File: src/include/clhp_params.svh
// constants for the character display host port
`ifndef CLHP_PARAMS_SVH
`define CLHP_PARAMS_SVH
`define CLHP_CLK_HZ 40000000
`define CLHP_OSC_HZ 270000
`define CLHP_OSC_DIV (`CLHP_CLK_HZ / `CLHP_OSC_HZ)
`define CLHP_RST_TIME_US 1200
`define CLHP_RST_TICKS ((`CLHP_RST_TIME_US * `CLHP_OSC_HZ + 999999) / 1000000)
`define CLHP_BUSY_TICKS 10
`define CLHP_CMD_DD_BIT 7
`define CLHP_CMD_CG_BIT 6
`define CLHP_FN_BUS8_BIT 4
`define CLHP_FN_TWO_BIT 3
`define CLHP_FN_SPLIT_BIT 2
`define CLHP_SH_DISP_BIT 3
`define CLHP_SH_RIGHT_BIT 2
`define CLHP_EM_INC_BIT 1
`define CLHP_STAT_WAIT_BIT 7
`define CLHP_LINE2_OFS 4'h8
`define CLHP_RST_BUS8 1'b1
`define CLHP_RST_INC 1'b1
`endif

File: src/include/clhp_pkg.sv
// types for the character display host port
package clhp_pkg;
  typedef enum logic [1:0] {
    CLHP_IDLE,
    CLHP_FETCH,
    CLHP_CAPTURE,
    CLHP_HOLD
  } clhp_state_t;
endpackage

File: src/design/clhp_top.sv
// host port, pointer, prefetch and display shift of the character controller
`timescale 1ns/1ps
`default_nettype none
`include "clhp_params.svh"
module clhp_top (
  input wire logic i_core_clk,
  input wire logic i_rst_b,
  input wire logic i_core_ce,
  input wire logic i_register_select,
  input wire logic i_rw_select,
  input wire logic i_strobe,
  input wire logic [7:0] i_host_bus,
  output logic [7:0] o_host_bus,
  output logic [7:0] o_host_bus_oe,
  input wire logic i_clock_in_pad,
  input wire logic i_ext_osc_en,
  input wire logic i_reset_pad_b,
  input wire logic i_pad_order_select,
  output logic o_pad_order_mirror,
  output logic o_line_layout_select,
  output logic o_addr_split,
  output logic [6:0] o_line1_start,
  output logic [6:0] o_line2_start,
  output logic o_wait_flag
);
  localparam int P_RS = 8;
  localparam int P_RW = 9;
  localparam int P_E = 10;
  localparam int P_RST = 11;
  localparam int P_OSC = 12;
  localparam int P_PAD = 13;
  localparam int P_EXT = 14;
  localparam logic [14:0] SYN_RST = 15'h0800;
  localparam logic [7:0] OSC_LAST = 8'(`CLHP_OSC_DIV - 1);
  localparam logic [8:0] RST_TICKS = 9'(`CLHP_RST_TICKS);
  localparam logic [3:0] BUSY_LAST = 4'(`CLHP_BUSY_TICKS - 1);

  // split layout: ring position 0..15 maps to 00-07 then 40-47
  function automatic logic [6:0] ring_addr(input logic [3:0] r);
    ring_addr = {r[3], 3'h0, r[2:0]};
  endfunction

  function automatic logic [6:0] step_ptr(input logic [6:0] p, input logic up,
                                          input logic glyph, input logic split);
    logic [4:0] g;
    logic [3:0] c;
    logic [3:0] r;
    g = up ? p[4:0] + 5'h01 : p[4:0] - 5'h01;
    c = up ? p[3:0] + 4'h1 : p[3:0] - 4'h1;
    r = {p[6], p[2:0]};
    r = up ? r + 4'h1 : r - 4'h1;
    if (glyph) begin
      step_ptr = {2'h0, g};
    end else if (split) begin
      step_ptr = ring_addr(r);
    end else begin
      step_ptr = {3'h0, c};
    end
  endfunction

  logic [14:0] syn1_ff;
  logic [14:0] syn2_ff;
  logic [14:0] syn3_ff;
  logic [14:0] flt_ff;
  logic strb_d_ff;
  logic osc_d_ff;
  logic [7:0] div_ff;
  logic [8:0] rst_cnt_ff;
  logic nib_ff;
  logic [3:0] hi_ff;
  logic [6:0] ptr_ff;
  logic glyph_ff;
  logic bus8_ff;
  logic two_line_ff;
  logic split_ff;
  logic inc_ff;
  logic [3:0] off_ff;
  logic [7:0] xfer_ff;
  logic [3:0] busy_cnt_ff;
  clhp_pkg::clhp_state_t state_ff;
  clhp_pkg::clhp_state_t nxt_state;
  logic [7:0] bus_ff;
  logic [7:0] oe_ff;
  logic [6:0] line1_ff;
  logic [6:0] line2_ff;
  logic wait_ff;
  logic [7:0] ram_rdata;

  // a pin change counts once the second and third stages agree
  wire [14:0] pins = {i_ext_osc_en, i_pad_order_select, i_clock_in_pad,
                      i_reset_pad_b, i_strobe, i_rw_select, i_register_select, i_host_bus};
  wire [14:0] syn_diff = syn2_ff ^ syn3_ff;
  wire [14:0] nxt_flt = (syn2_ff & ~syn_diff) | (flt_ff & syn_diff);

  wire rs = flt_ff[P_RS];
  wire rw = flt_ff[P_RW];
  wire osc_tick = flt_ff[P_EXT] ? (flt_ff[P_OSC] & ~osc_d_ff) : (div_ff == OSC_LAST);
  wire sys_rst = ~flt_ff[P_RST] & (rst_cnt_ff == RST_TICKS);
  wire busy = (state_ff != clhp_pkg::CLHP_IDLE);

  wire e_fall = strb_d_ff & ~flt_ff[P_E];
  wire take = e_fall & (bus8_ff | nib_ff);
  wire [7:0] byte_in = bus8_ff ? flt_ff[7:0] : {hi_ff, flt_ff[7:4]};
  // busy refuses every write and data read; status reads stay open
  wire cmd_wr = take & ~rs & ~rw & ~busy;
  wire dat_wr = take & rs & ~rw & ~busy;
  wire dat_rd = take & rs & rw & ~busy;
  wire set_dd = cmd_wr & byte_in[`CLHP_CMD_DD_BIT];
  wire set_cg = cmd_wr & ~byte_in[`CLHP_CMD_DD_BIT] & byte_in[`CLHP_CMD_CG_BIT];
  wire set_fn = cmd_wr & (byte_in[7:5] == 3'h1);
  wire set_sh = cmd_wr & (byte_in[7:4] == 4'h1);
  wire set_em = cmd_wr & (byte_in[7:2] == 6'h01);
  wire shift_disp = set_sh & byte_in[`CLHP_SH_DISP_BIT];
  wire shift_right = byte_in[`CLHP_SH_RIGHT_BIT];

  wire [6:0] nxt_ptr = set_dd ? byte_in[6:0] :
                       set_cg ? {2'h0, byte_in[4:0]} :
                       (dat_wr | dat_rd) ? step_ptr(ptr_ff, inc_ff, glyph_ff, split_ff) :
                       ptr_ff;
  wire [3:0] nxt_off = ~shift_disp ? off_ff :
                       shift_right ? off_ff - 4'h1 : off_ff + 4'h1;
  wire [3:0] off2 = off_ff + `CLHP_LINE2_OFS;
  wire [6:0] nxt_line1 = split_ff ? ring_addr(off_ff) : {3'h0, off_ff};
  wire [6:0] nxt_line2 = split_ff ? ring_addr(off2) : {3'h0, off2};

  // glyph words are five bits wide; upper bits stored as zero
  wire [5:0] ram_idx = glyph_ff ? {1'b1, ptr_ff[4:0]} :
                       {2'h0, split_ff ? {ptr_ff[6], ptr_ff[2:0]} : ptr_ff[3:0]};
  wire [7:0] ram_wdata = glyph_ff ? {3'h0, byte_in[4:0]} : byte_in;

  // status never shows the command register, only flag and pointer
  wire [7:0] rd_byte = rs ? xfer_ff : {busy, ptr_ff};
  wire drv = flt_ff[P_E] & rw;
  wire [7:0] nxt_bus = bus8_ff ? rd_byte :
                       {(nib_ff ? rd_byte[3:0] : rd_byte[7:4]), 4'h0};
  wire [7:0] nxt_oe = ~drv ? 8'h00 : bus8_ff ? 8'hff : 8'hf0;

  always_comb begin
    nxt_state = state_ff;
    case (state_ff)
      clhp_pkg::CLHP_IDLE: begin
        if (set_dd | set_cg | dat_rd) begin
          nxt_state = clhp_pkg::CLHP_FETCH;
        end else if (cmd_wr | dat_wr) begin
          nxt_state = clhp_pkg::CLHP_HOLD;
        end
      end
      clhp_pkg::CLHP_FETCH: nxt_state = clhp_pkg::CLHP_CAPTURE;
      clhp_pkg::CLHP_CAPTURE: nxt_state = clhp_pkg::CLHP_HOLD;
      clhp_pkg::CLHP_HOLD: begin
        if (osc_tick && busy_cnt_ff == BUSY_LAST) begin
          nxt_state = clhp_pkg::CLHP_IDLE;
        end
      end
      default: nxt_state = clhp_pkg::CLHP_IDLE;
    endcase
  end

  always_ff @(posedge i_core_clk or negedge i_rst_b) begin
    if (!i_rst_b) begin
      syn1_ff <= SYN_RST;
      syn2_ff <= SYN_RST;
      syn3_ff <= SYN_RST;
      flt_ff <= SYN_RST;
    end else if (i_core_ce) begin
      syn1_ff <= pins;
      syn2_ff <= syn1_ff;
      syn3_ff <= syn2_ff;
      flt_ff <= nxt_flt;
    end
  end

  // oscillator divider and long-low reset measurement
  always_ff @(posedge i_core_clk or negedge i_rst_b) begin
    if (!i_rst_b) begin
      strb_d_ff <= 1'b0;
      osc_d_ff <= 1'b0;
      div_ff <= 8'h00;
      rst_cnt_ff <= 9'h000;
    end else if (i_core_ce) begin
      strb_d_ff <= flt_ff[P_E];
      osc_d_ff <= flt_ff[P_OSC];
      div_ff <= (div_ff == OSC_LAST) ? 8'h00 : div_ff + 8'h01;
      if (flt_ff[P_RST]) begin
        rst_cnt_ff <= 9'h000;
      end else if (osc_tick && rst_cnt_ff != RST_TICKS) begin
        rst_cnt_ff <= rst_cnt_ff + 9'h001;
      end
    end
  end

  // nibble pairing: high nibble first, byte completes on the second strobe
  always_ff @(posedge i_core_clk or negedge i_rst_b) begin
    if (!i_rst_b) begin
      nib_ff <= 1'b0;
      hi_ff <= 4'h0;
    end else if (i_core_ce) begin
      if (sys_rst || bus8_ff) begin
        nib_ff <= 1'b0;
      end else if (e_fall) begin
        nib_ff <= ~nib_ff;
        hi_ff <= flt_ff[7:4];
      end
    end
  end

  always_ff @(posedge i_core_clk or negedge i_rst_b) begin
    if (!i_rst_b) begin
      bus8_ff <= `CLHP_RST_BUS8;
      two_line_ff <= 1'b0;
      split_ff <= 1'b0;
      inc_ff <= `CLHP_RST_INC;
      off_ff <= 4'h0;
    end else if (i_core_ce) begin
      if (sys_rst) begin
        bus8_ff <= `CLHP_RST_BUS8;
        two_line_ff <= 1'b0;
        split_ff <= 1'b0;
        inc_ff <= `CLHP_RST_INC;
        off_ff <= 4'h0;
      end else begin
        if (set_fn) begin
          bus8_ff <= byte_in[`CLHP_FN_BUS8_BIT];
          two_line_ff <= byte_in[`CLHP_FN_TWO_BIT];
          split_ff <= byte_in[`CLHP_FN_SPLIT_BIT];
        end
        if (set_em) begin
          inc_ff <= byte_in[`CLHP_EM_INC_BIT];
        end
        off_ff <= nxt_off;
      end
    end
  end

  always_ff @(posedge i_core_clk or negedge i_rst_b) begin
    if (!i_rst_b) begin
      ptr_ff <= 7'h00;
      glyph_ff <= 1'b0;
      xfer_ff <= 8'h00;
      state_ff <= clhp_pkg::CLHP_IDLE;
      busy_cnt_ff <= 4'h0;
    end else if (i_core_ce) begin
      if (sys_rst) begin
        ptr_ff <= 7'h00;
        glyph_ff <= 1'b0;
        xfer_ff <= 8'h00;
        state_ff <= clhp_pkg::CLHP_IDLE;
        busy_cnt_ff <= 4'h0;
      end else begin
        ptr_ff <= nxt_ptr;
        glyph_ff <= set_cg | (glyph_ff & ~set_dd);
        if (dat_wr) begin
          xfer_ff <= ram_wdata;
        end else if (state_ff == clhp_pkg::CLHP_CAPTURE) begin
          xfer_ff <= ram_rdata;
        end
        state_ff <= nxt_state;
        if (state_ff != clhp_pkg::CLHP_HOLD) begin
          busy_cnt_ff <= 4'h0;
        end else if (osc_tick) begin
          busy_cnt_ff <= busy_cnt_ff + 4'h1;
        end
      end
    end
  end

  always_ff @(posedge i_core_clk or negedge i_rst_b) begin
    if (!i_rst_b) begin
      bus_ff <= 8'h00;
      oe_ff <= 8'h00;
      line1_ff <= 7'h00;
      line2_ff <= 7'h08;
      wait_ff <= 1'b0;
    end else if (i_core_ce) begin
      wait_ff <= ~sys_rst & (nxt_state != clhp_pkg::CLHP_IDLE);
      bus_ff <= nxt_bus;
      oe_ff <= nxt_oe;
      line1_ff <= nxt_line1;
      line2_ff <= nxt_line2;
    end
  end

  clhp_ram u_ram (
    .i_clk(i_core_clk),
    .i_rst_b(i_rst_b),
    .i_ce(i_core_ce),
    .i_we(dat_wr & ~sys_rst),
    .i_addr(ram_idx),
    .i_wdata(ram_wdata),
    .o_rdata(ram_rdata)
  );

  assign o_host_bus = bus_ff;
  assign o_host_bus_oe = oe_ff;
  assign o_pad_order_mirror = flt_ff[P_PAD];
  assign o_line_layout_select = two_line_ff;
  assign o_addr_split = split_ff;
  assign o_line1_start = line1_ff;
  assign o_line2_start = line2_ff;
  assign o_wait_flag = wait_ff;
endmodule // clhp_top
`default_nettype wire

File: src/design/clhp_ram.sv
// character and glyph storage with registered read data
`timescale 1ns/1ps
`default_nettype none
module clhp_ram (
  input wire logic i_clk,
  input wire logic i_rst_b,
  input wire logic i_ce,
  input wire logic i_we,
  input wire logic [5:0] i_addr,
  input wire logic [7:0] i_wdata,
  output logic [7:0] o_rdata
);
  logic [7:0] mem [0:63];
  logic [7:0] rdata_ff;

  always_ff @(posedge i_clk) begin
    if (i_ce && i_we) begin
      mem[i_addr] <= i_wdata;
    end
  end

  always_ff @(posedge i_clk or negedge i_rst_b) begin
    if (!i_rst_b) begin
      rdata_ff <= 8'h00;
    end else if (i_ce) begin
      rdata_ff <= mem[i_addr];
    end
  end

  assign o_rdata = rdata_ff;
endmodule // clhp_ram
`default_nettype wire

File: config.mk
export PLATFORM = sky130hd
export DESIGN_NAME = clhp_top
export DESIGN_NICKNAME = d
export VERILOG_FILES = /design/src/include/clhp_pkg.sv /design/src/design/clhp_top.sv /design/src/design/clhp_ram.sv
export VERILOG_INCLUDE_DIRS = /design/src /design/src/include
export SDC_FILE = /design/constraint.sdc
export NUM_CORES = 1
export LEC_CHECK = 0
export BUFFER_PORTS_ARGS = -buffer_cell sky130_fd_sc_hd__buf_4
export CELL_PAD_IN_SITES_DETAIL_PLACEMENT = 1
export CELL_PAD_IN_SITES_GLOBAL_PLACEMENT = 2
export CORE_MARGIN = 8
export CORE_UTILIZATION = 40
export CTS_CLUSTER_SIZE = 30
export DETAILED_ROUTE_END_ITERATION = 8
export MAX_ROUTING_LAYER = met4
export PLACE_DENSITY_LB_ADDON = 0.08
export SLEW_MARGIN = 10
export SYNTH_ARGS = -nofsm -noshare
export SYNTH_HDL_FRONTEND = slang
export SYNTH_SLANG_ARGS = --single-unit
File: constraint.sdc
create_clock -name i_core_clk -period 4 [get_ports i_core_clk]
set_input_delay 0.4 -clock i_core_clk [delete_from_list [all_inputs] [get_ports i_core_clk]]
set_output_delay 0.4 -clock i_core_clk [all_outputs]
set_load 0.01 [all_outputs]
Word-level counts from Yosys, hierarchy flattened. Memories as Yosys holds them, arrays and structs flattened. A register that Yosys moved wholly into a read port is not among the register bits. Index checks and enable logic that the tools add are counted.

Register bits: 145. Memories kept: 1. Word-level logic and storage cells: 170. RAM bits: 512. Bits of input ports: 18. Output and inout port bits: 34.

Memories: u_ram.mem (depth 64, bits a word 8, read ports 1, clocked after Yosys merged registers in 1, wr ports 1, line clhp_ram.sv:13) `logic [7:0] mem [0:63];`.

Bitwise operators: 45. Mux-type cells: 51. Add/sub/neg operators: 12. Equal/unequal tests: 11. Reduce and logical (&&, ||, !) cells: 25.

Operator list (count): $mux W8 (9); $mux W7 (8); $mux W4 (11); $and A15 B15 Y15 (2); $and A1 B1 Y1 (23); $mux W9 (2); $add A4 B1 Y4 const B (4); $reduce_and A2 Y1 (8); $not A15 Y15 (1); $or A15 B15 Y15 (1); $xor A15 B15 Y15 (1); $mux W1 (14); $reduce_bool A2 Y1 (7); $sub A4 B1 Y4 const B (3); $not A1 Y1 (11); $add A9 B1 Y9 const B (1); $eq A9 B9 Y1 const B (1); $ne A9 B9 Y1 const B (1); $add A8 B1 Y8 const B (1); $eq A8 B8 Y1 const B (1); $mux W2 (4); $pmux W2 S4 (1); $eq A6 B1 Y1 const B (1); $mux W6 (1); other kinds (18) (27).

Longest topological paths before layout. Gate-level depths: netlist of run 1.

Word-level depth: 14. Depth in mapped cells: 10. Mapped depth without buffers: 8.

Hierarchy. From an unflattened synthesis of run 1, not the netlist that was laid out.

Cell total of the unflattened synthesis: 1743. Area total of the unflattened synthesis: 26878.3 um2.

Modules (own cells, without submodules): clhp_ram (area each 20435.8 um2, seq. area each 15574.9 um2, cells an instance 1153, instances 1); clhp_top (area each 6442.4 um2, seq. area each 3311.9 um2, cells an instance 590, instances 1).

Worst setup path after synthesis of run 1. Ideal clock, no wire load.

Path kind: register to register. From: register bus8_ff. To: register off_ff[3]. Path slack: 1047 ps. Setup time: 124 ps. Clock period less this slack: 2953 ps. Stages on the path, launching flop included: 10. Data required time: 3876 ps. Path buffers: 1. Arrival time: 2829 ps. Path through: dfstp_2 buf_2 mux2i_1 inv_1 ha_1 a21o_1 a21oi_1 xnor2_1 and4_1 a211o_1.

Elaborated cells between the ends (all ways): 14. Those cells by class: eq/ne (1); mux (4); bitwise (7); reduce/logical (2).

RTL lines: from (decl) (line clhp_top.sv:73) `logic bus8_ff;`; from (signal assigned) (line clhp_top.sv:209) `` bus8_ff <= `CLHP_RST_BUS8; ``; from (signal assigned) (line clhp_top.sv:216) `` bus8_ff <= `CLHP_RST_BUS8; ``; from (signal assigned) (line clhp_top.sv:223) `` bus8_ff <= byte_in[`CLHP_FN_BUS8_BIT]; ``; $mux W8 (line clhp_top.sv:103) `wire [7:0] byte_in = bus8_ff ? flt_ff[7:0] : {hi_ff, flt_ff[7:4]};`; net byte_in[2] (line clhp_top.sv:103); $mux W4 (line clhp_top.sv:121) `shift_right ? off_ff - 4'h1 : off_ff + 4'h1;`; $mux W4 (line clhp_top.sv:120) `wire [3:0] nxt_off = ~shift_disp ? off_ff :`; $mux W4 (line clhp_top.sv:215) `if (sys_rst) begin`; to (signal assigned) (line clhp_top.sv:230) `off_ff <= nxt_off;`; to (decl) (line clhp_top.sv:77) `logic [3:0] off_ff;`.

The timed path passes the listed nets, and every way through them passes these cells. The select of a mux whose other input is x is not followed. A chain may end at the register's enable or synchronous reset.

==> impl_metrics.json, run 1 <==
{
  "avgSynthCellArea_um2": 14.6,
  "cp_slowest_cell": "dfstp_2",
  "drive_above_1_share_pct": 22.3,
  "rsz0062_at_grt": "no",
  "drc_errors": 0,
  "start_kind": "register",
  "setup_viol": 0,
  "max_slew.worst_pin.slew_ns": 1.18,
  "drt_iter0_markers": 1158,
  "ys.flop_type": "edfxtp_1",
  "synth_edf_count": 384,
  "io-pin-count": 52,
  "power_w": 0.0156,
  "synth_area_um2": 21900,
  "hpwlAfterDp_um": 43000,
  "max_freq_mhz": 308,
  "power_density_nw_per_um2": 613,
  "worst_ep_arrival_time_ns": 3.50,
  "fillers": 5295,
  "synth_cells": 1495,
  "die_h_um": 250,
  "ys_ff_latch": 524,
  "cp_slowest_stage_delay_ns": 0.70,
  "clk_pin_slew_ns": 0.06,
  "seq_area_frac_synth_pct": 68.7,
  "yosysTopAreaCellShare_pct": 52.7,
  "track_usage_pct": 21.6,
  "htreeDepth": 2,
  "path_max_fanout": 16,
  "finalNetCount": 1631,
  "wl_um": 66400,
  "cts_num_sinks": 524,
  "slew_violations": 0,
  "via_count": 13700,
  "finalHoldViolations": 0,
  "layout_common_cells": "384 x edfxtp_1, 130 x dfrtp_1, 127 x buf_4",
  "synth_area_leaders": "edfxtp_1 53%, dfrtp_1 15%, mux2_2 4.8%",
  "place_congestion": 0.848,
  "antenna_found_initial": 0,
  "hold_path.class": "in -> reg",
  "grt_pass1_vias": 14400,
  "finalCritPeriodShare_pct": 81.1,
  "criticalPathCategory": "reg -> reg",
  "port_buffers": 47,
  "dieArea_um2": 62500,
  "wl_per_cell_um": 28.3,
  "drt_first_pass_iters": 5,
  "post_synth_num_cell_types": 84,
  "grt_max_degree": 123,
  "p_leak_nw": 8.76,
  "fp.dieW_um": 250,
  "diodes": 0,
  "yosysWarnings": 0,
  "layout_commonest_cell": "edfxtp_1",
  "coreArea_um2": 53900,
  "syn2layout_area_growth_pct": 16.0,
  "maxCapViolCount": 0,
  "slew_headroom_pct": 20.4,
  "fin_setup_tns_ns": 0,
  "path_cells": "nand4b_1 -> o31a_1 -> and2_1 -> nand3_1 -> nor2_1",
  "run_status": "completed",
  "final_util_pct": 47.1,
  "crit_path_end_kind": "register",
  "rows": 85,
  "viasPerCell": 5.85,
  "post-route-min-period_ns": 3.24,
  "ant_nets": 0,
  "fin_worst_skew_ns": 0.0279,
  "grt_pass1_wl_um": 98800,
  "numPlacedInstances": 2223,
  "final_cells": 2344,
  "cts_buffers": 57,
  "start_util_pct": 40.6,
  "root_buffer": "clkbuf_16",
  "clock_path_buffers": 3,
  "postLayoutSetupSlackWorst_ns": 0.757,
  "clock_latency_ns": 0.63,
  "place_ws_ns": 0.790,
  "cts_tree": "built",
  "grt.overflow.total": 0,
  "required_ns": 4.26,
  "ir_worst_vdd_mv": 0.385,
  "synth_top_area_cell": "edfxtp_1",
  "synthArstFlopShare_pct": 26.7
}
-- critical path: cells and delay by family (launching register included) --
family,cells,cell delay [ns]
and+or+nand+nor,4,1.96
DFF,1,0.70
AOI/OAI and AO/OA,1,0.22
-- sequential cells by signal, summed over array words and instances, names as in the netlist, 4 cells and up, named ones only --
register	flops
busy_cnt_ff	4
div_ff	8
hi_ff	4
o_host_bus	8
o_line1_start	5
off_ff	4
ptr_ff	7
rst_cnt_ff	9
syn1_ff	15
syn2_ff	15
syn3_ff	15
u_ram.mem	384
u_ram.o_rdata	8
xfer_ff	8
-- through the flow --
stage	hold WS [ns]	area (um^2)
CTS	0.00176	25400
finish	0.0354	25400
detailed placement	0.467	23400
global route	0.00896	25400
global placement	0.457	23400
floorplan	0.104	21900
-- power breakdown --
part	total, W	internal (W)	switching, W
registers	0.00690	0.00647	0.000436
clock network	0.00534	0.00313	0.00222
logic	0.00331	0.00116	0.00215
total	0.0156	0.0108	0.00480
-- layer usage --
metal  global-route usage, %  share of wire, %  vias to the layer above
li1                        -                 -                     6000
met1                    28.0                42                     7184
met2                    35.3                49                      420
met3                    3.11               5.8                      101
met4                    6.47               2.7                        0
met5                       -                 0                        -
-- synth_stat cells, types with 9 or more instances --
cell type and count:
a21oi_1 44, a221oi_1 50, a22oi_1 31, a31oi_1 9, a32oi_1 9, and2_1 10
buf_1 11, buf_2 22, buf_4 15, clkbuf_1 53, dfrtp_1 133, edfxtp_1 384
ha_1 10, inv_1 38, mux2_2 93, mux2i_1 30, mux4_2 29, nand2_1 113
nand3_1 26, nor2_1 82, nor2b_1 11, nor3_1 12, o211ai_1 12, o21ai_0 80
o2bb2ai_1 19, o31ai_1 14
-- area by class of cell --
class / instances / area [um^2] / share of cell area, %
timing repair buffer: 146 / 1170 / 4.63
clock inverter: 35 / 374 / 1.47
multi-input combinational: 832 / 6260 / 24.7
inverter: 40 / 150 / 0.591
tap: 696 / 871 / 3.43
clock buffer: 71 / 1510 / 5.95
sequential: 524 / 15100 / 59.3
-- cells by family after synthesis --
family	Yosys count	synth area share, %
flops	524	68.7
simple gates	305	6.60
compound gates	342	11.2
other cells	1	0.0171
mux	154	9.24
xor+xnor	15	0.600
fa+ha+maj	12	0.754
buf+inv	142	2.85
-- repair_timing --
action	4_1_cts	5_1_grt
hold buffers	15	0
setup buffers	0	0
hold endpoints to repair	105	0
gates resized for setup	0	0
-- worst paths after layout --
kind / from / to / slack, ns / cells after the start
max in group asynchronous: i_rst_b / syn3_ff[14] / 2.50 / 3
min reg2reg: xfer_ff[7] / xfer_ff[7] / 0.48 / 2
min in group asynchronous: i_rst_b / o_line1_start[1] / 0.47 / 2
min: i_host_bus[2] / syn1_ff[2] / 0.04 / 2
max reg2reg: register / u_ram.mem[62][5] / 0.76 / 5
max: register / u_ram.mem[62][5] / 0.76 / 5
Power figures use the tool's default switching activity.
==> run 2: changes to the inputs <==
clock period = 3.3 ns   (was 4 ns; I/O delays follow)
==> run 2 against run 1 <==
  * Combinational power is 25% higher
  * Register-to-register slack got worse by 0.42 ns
  * Sequential power is 21% higher
  * Clock skew grew 0.0050 ns
  * Total power up 23%
  * First-iteration DRC count fell by 8.8%
  * Count of clock-buffer cells in the layout up 1
  * Global-route usage fell by 0.37 points
  * Fmax increased by 9.6%
  * Sequential cell count stayed put
  * Non-clock buffer count up 38
  * Cell count up 1.7%
==> impl_metrics.json, run 2 (synthesis results as in run 1) <==
{
  "via_count": 13700,
  "path_depth": 6,
  "p_leak_nw": 8.99,
  "max_freq_mhz": 338,
  "crit_path_end_kind": "register",
  "grt_max_degree": 89,
  "finalHoldViolations": 0,
  "ff2ff_setup_slack_ns": 0.34,
  "power_density_nw_per_um2": 744,
  "hpwlAfterDp_um": 42300,
  "fin_worst_skew_ns": 0.0330,
  "grt_pass1_wl_um": 97500,
  "clock_path_buffers": 3,
  "worst_ep_arrival_time_ns": 3.21,
  "post-route-min-period_ns": 2.96,
  "max_slew.worst_pin.slew_ns": 1.02,
  "required_ns": 3.55,
  "ir_worst_vdd_mv": 0.441,
  "fp.dieW_um": 250,
  "top_register": "u_ram.mem",
  "drt_iter0_markers": 1056,
  "cts_resized": 0,
  "r2r_start": "bus8_ff",
  "layout_common_cells": "384 x edfxtp_1, 163 x buf_4, 130 x dfrtp_1",
  "crit_path_end": "u_ram.mem[32][0]",
  "htreeDepth": 2,
  "r2r_end": "u_ram.mem[32][0]",
  "ant_nets": 0,
  "wl_met2_um": 32100,
  "crit_family": "simple AND/OR/NAND/NOR gates",
  "ff2ff_path_depth": 6,
  "antenna_found_initial": 1,
  "clk_pin_slew_ns": 0.06,
  "cts_tree": "built",
  "die_h_um": 250,
  "rows": 85,
  "grt.overflow.total": 0,
  "setup_viol": 0,
  "hold_path.class": "in -> reg",
  "numPlacedInstances": 2260,
  "io-pin-count": 52,
  "fillers": 5299,
  "wl_met1_um": 27500,
  "drive_above_1_share_pct": 24.1,
  "critical_path_buf_inv_count": 1,
  "dieArea_um2": 62500,
  "hold_buffers": 16,
  "drc_errors": 0,
  "cts_buffers": 57,
  "criticalPathCategory": "reg -> reg",
  "place_congestion": 0.820,
  "run_status": "completed",
  "port_buffers": 47,
  "path_cells": "buf_4 -> nor2_1 -> nor4_4 -> and2_1 -> nand4_2 -> nor2_1",
  "start_util_pct": 40.6,
  "maxCapViolCount": 0,
  "track_usage_pct": 21.3,
  "syn2layout_area_growth_pct": 17.7,
  "cts_setup_buffers": 0,
  "grt_pass1_vias": 14400,
  "startpoint": "bus8_ff",
  "final_cells": 2384,
  "largest_reg_flops": 384,
  "clock_latency_ns": 0.63,
  "start_kind": "register",
  "slew_violations": 0,
  "path_max_fanout": 18,
  "finalCritPeriodShare_pct": 89.7,
  "fin_setup_tns_ns": 0,
  "routed.top_layer": "met4",
  "cp_slowest_cell": "nor2_1",
  "finalNetCount": 1669,
  "slew_headroom_pct": 31.3,
  "wl_per_cell_um": 27.2,
  "viasPerCell": 5.76,
  "coreArea_um2": 53900,
  "crit_top_cell": "nor2_1",
  "drt_first_pass_iters": 5,
  "wl_met3_um": 3300,
  "cp_slowest_stage_delay_ns": 0.63,
  "wl_um": 64800,
  "cts_num_sinks": 524,
  "layout_commonest_cell": "edfxtp_1",
  "rsz0062_at_grt": "no",
  "root_buffer": "clkbuf_16"
}
## run 2: changes by cell type in the layout (fill, tap and decap cells not counted), sizes merged
cell	before	now
bufinv	7	9
inv	39	41
diode	0	1
dlygate4sd3	15	16
clkinv	27	22
clkinvlp	2	3
clkbuf	71	72
buf	131	168
## run 2: power breakdown
part | switching [W] | internal [W]
Combinational | 0.00268 | 0.00147
Sequential | 0.000488 | 0.00784
Clock | 0.00271 | 0.00398
Total | 0.00587 | 0.0133
## run 2: worst reg2reg max path, cell delays in order (launching register included)
cell     delay [ns]
dfstp_2        0.54
buf_4          0.25
nor2_1         0.16
nor4_4         0.25
and2_1         0.57
nand4_2        0.23
nor2_1         0.63
## run 2: cell type report
class	instances	area, um^2	area share, %
Sequential cell	524	15100	58.4
Multi-Input combinational cell	832	6260	24.3
Clock buffer	72	1520	5.91
Timing Repair Buffer	184	1480	5.72
Tap cell	696	871	3.38
Clock inverter	35	435	1.69
Inverter	40	150	0.583
Antenna cell	1	2.50	0.00971
## run 2: per-stage QoR
stage | power [W] | setup WS (ns) | hold slack, ns | instance area [um^2] | utilization [%]
after detailed placement | 0.0126 | 0.322 | 0.440 | 23600 | 43.9
after global placement | 0.0126 | 0.385 | 0.439 | 23600 | 43.9
after floorplan | 0.0106 | 0.347 | 0.0344 | 21900 | -
final | 0.0192 | 0.341 | 0.252 | 25800 | 47.8
after global routing | 0.0199 | 0.139 | 0.288 | 25800 | 47.8
after CTS | 0.0194 | 0.319 | 0.239 | 25800 | 47.8
## run 2: worst min path at each step
stage,startpoint,end,slack [ns],depth (start not counted)
2_1_floorplan,i_rst_b,asynchronous set/reset pin,0.03,0
3_3_place_gp,i_rst_b,rst_cnt_ff[7],0.44,1
3_5_place_dp,i_rst_b,rst_cnt_ff[5],0.44,1
4_1_cts,i_core_ce,syn3_ff[11],0.24,4
5_1_grt,i_core_ce,rst_cnt_ff[3],0.29,3
6_report,i_core_ce,rst_cnt_ff[3],0.25,3
## run 2: layer usage
metal	vias up	GRT usage, %
met5	-	-
met4	0	6.65
met3	106	3.07
met2	365	34.9
met1	7188	27.2
li1	6078	-
==> run 3: changes to the inputs <==
MAX_ROUTING_LAYER = not set   (was met4)
SKIP_LAST_GASP = 1   (was not set)
==> run 3 against run 2 <==
  * Die area unchanged
  * Clock power about the same
  * Design area barely moved
  * First-iteration DRC count is 4.3% higher
  * Hold slack gained 0.012 ns
  * Sequential power about the same
  * Via count about the same
  * Sequential share of layout area about the same
  * Non-clock buffer count did not move
  * Fmax is 0.56% lower
  * Combinational power is essentially flat
  * Critical endpoint unchanged
  * Largest cell class unchanged
  * Largest power group unchanged
==> impl_metrics.json, run 3 (synthesis results as in run 1) <==
{
  "run_status": "completed",
  "grt_pass1_wl_um": 97600,
  "track_usage_pct": 20.7,
  "wl_per_cell_um": 27.3,
  "port_buffers": 47,
  "via_count": 13700,
  "cp_slowest_cell": "nor2_1",
  "critical_path_buf_inv_count": 1,
  "cts_resized": 0,
  "top_register": "u_ram.mem",
  "htreeDepth": 2,
  "ff2ff_path_depth": 6,
  "grt.overflow.total": 0,
  "antenna_found_initial": 1,
  "rows": 85,
  "hold_path.class": "in -> reg",
  "crit_path_end_kind": "register",
  "fin_worst_skew_ns": 0.0350,
  "cts_num_sinks": 524,
  "fin_setup_tns_ns": 0,
  "rsz0062_at_grt": "no",
  "cts_setup_buffers": 0,
  "required_ns": 3.55,
  "slew_headroom_pct": 30.9,
  "finalNetCount": 1669,
  "syn2layout_area_growth_pct": 17.7,
  "post-route-min-period_ns": 2.98,
  "grt_max_degree": 89,
  "r2r_end": "u_ram.mem[32][0]",
  "crit_family": "simple AND/OR/NAND/NOR gates",
  "cts_tree": "built",
  "multiInputGateArea_um2": 6260,
  "maxCapViolCount": 0,
  "finalHoldViolations": 0,
  "coreArea_um2": 53900,
  "setup_viol": 0,
  "numPlacedInstances": 2260,
  "fillers": 5298,
  "diodes": 0,
  "io-pin-count": 52,
  "place_congestion": 0.809,
  "ir_worst_vdd_mv": 0.440,
  "ff2ff_setup_slack_ns": 0.32,
  "viasPerCell": 5.76,
  "path_cells": "buf_4 -> nor2_1 -> nor4_4 -> and2_1 -> nand4_2 -> nor2_1",
  "max_freq_mhz": 336,
  "hold_buffers": 16,
  "criticalPathCategory": "reg -> reg",
  "start_kind": "register",
  "drc_errors": 0,
  "root_buffer": "clkbuf_16",
  "start_util_pct": 40.6,
  "r2r_start": "bus8_ff",
  "power_density_nw_per_um2": 743,
  "post-route-cell-area_um2": 25800,
  "dieArea_um2": 62500,
  "fp.dieW_um": 250,
  "die_h_um": 250,
  "clk_pin_slew_ns": 0.06,
  "path_max_fanout": 18,
  "drt_iter0_markers": 1101,
  "wl_um": 65000,
  "slew_violations": 0,
  "hpwlAfterDp_um": 42300,
  "seqCellArea_um2": 15100,
  "drt_first_pass_iters": 5,
  "power_w": 0.0192,
  "grt_pass1_vias": 14500,
  "ant_nets": 0,
  "finalCritPeriodShare_pct": 90.2,
  "layout_commonest_cell": "edfxtp_1",
  "cp_slowest_stage_delay_ns": 0.62,
  "placed_cell_area_um2": 23600,
  "clock_latency_ns": 0.63,
  "largest_reg_flops": 384,
  "clock_path_buffers": 3,
  "crit_top_cell": "nor2_1",
  "p_leak_nw": 8.99,
  "final_cells": 2383,
  "max_slew.worst_pin.slew_ns": 1.03,
  "cts_buffers": 57,
  "crit_path_end": "u_ram.mem[32][0]",
  "worst_ep_arrival_time_ns": 3.23,
  "worst_hold_slack_ns": 0.265,
  "drive_above_1_share_pct": 24.1,
  "path_depth": 6,
  "layout_common_cells": "384 x edfxtp_1, 163 x buf_4, 130 x dfrtp_1",
  "startpoint": "bus8_ff"
}
-- run 3: stage by stage --
step | worst slack, ns | utilization [%]
6_report | 0.324 | 47.8
5_1_grt | 0.138 | 47.8
4_1_cts | 0.319 | 47.8
3_5_place_dp | 0.322 | 43.9
3_3_place_gp | 0.385 | 43.9
2_1_floorplan | 0.347 | -
-- run 3: worst min path at each step --
| stage | start | to | cells past startpoint |
|---|---|---|---|
| after global routing | i_core_ce | rst_cnt_ff[3] | 3 |
| final | i_core_ce | syn3_ff[11] | 4 |
| after global placement | i_rst_b | rst_cnt_ff[7] | 1 |
| after floorplan | i_rst_b | asynchronous set/reset pin | 0 |
| after CTS | i_core_ce | syn3_ff[11] | 4 |
| after detailed placement | i_rst_b | rst_cnt_ff[5] | 1 |
-- run 3: per-layer routing --
layer / track usage, % / vias to the layer above / part of all wire (%)
met3: 3.07 / 107 / 4.5
met4: 6.65 / 2 / 3.0
met2: 35.0 / 334 / 49
met5: 0 / - / 0.026
met1: 27.3 / 7211 / 43
li1: - / 6077 / -
-- run 3: report_power, final --
group          internal [W]  total (W)  switching (W)
Clock               0.00398    0.00668        0.00270
Sequential          0.00784    0.00833       0.000491
Combinational       0.00147    0.00414        0.00268
-- run 3: final cells by class --
cell class	instances	share of cell area, %
sequential	524	58.4
multi-input combinational	832	24.3
clock buffer	72	5.91
timing repair buffer	184	5.73
tap	696	3.38
clock inverter	35	1.69
inverter	40	0.583
-- run 3: worst reg2reg max path: stages, from the launching register on --
cell and delay, ns:
dfstp_2 0.54, buf_4 0.24, nor2_1 0.16, nor4_4 0.25
and2_1 0.59, nand4_2 0.23, nor2_1 0.63
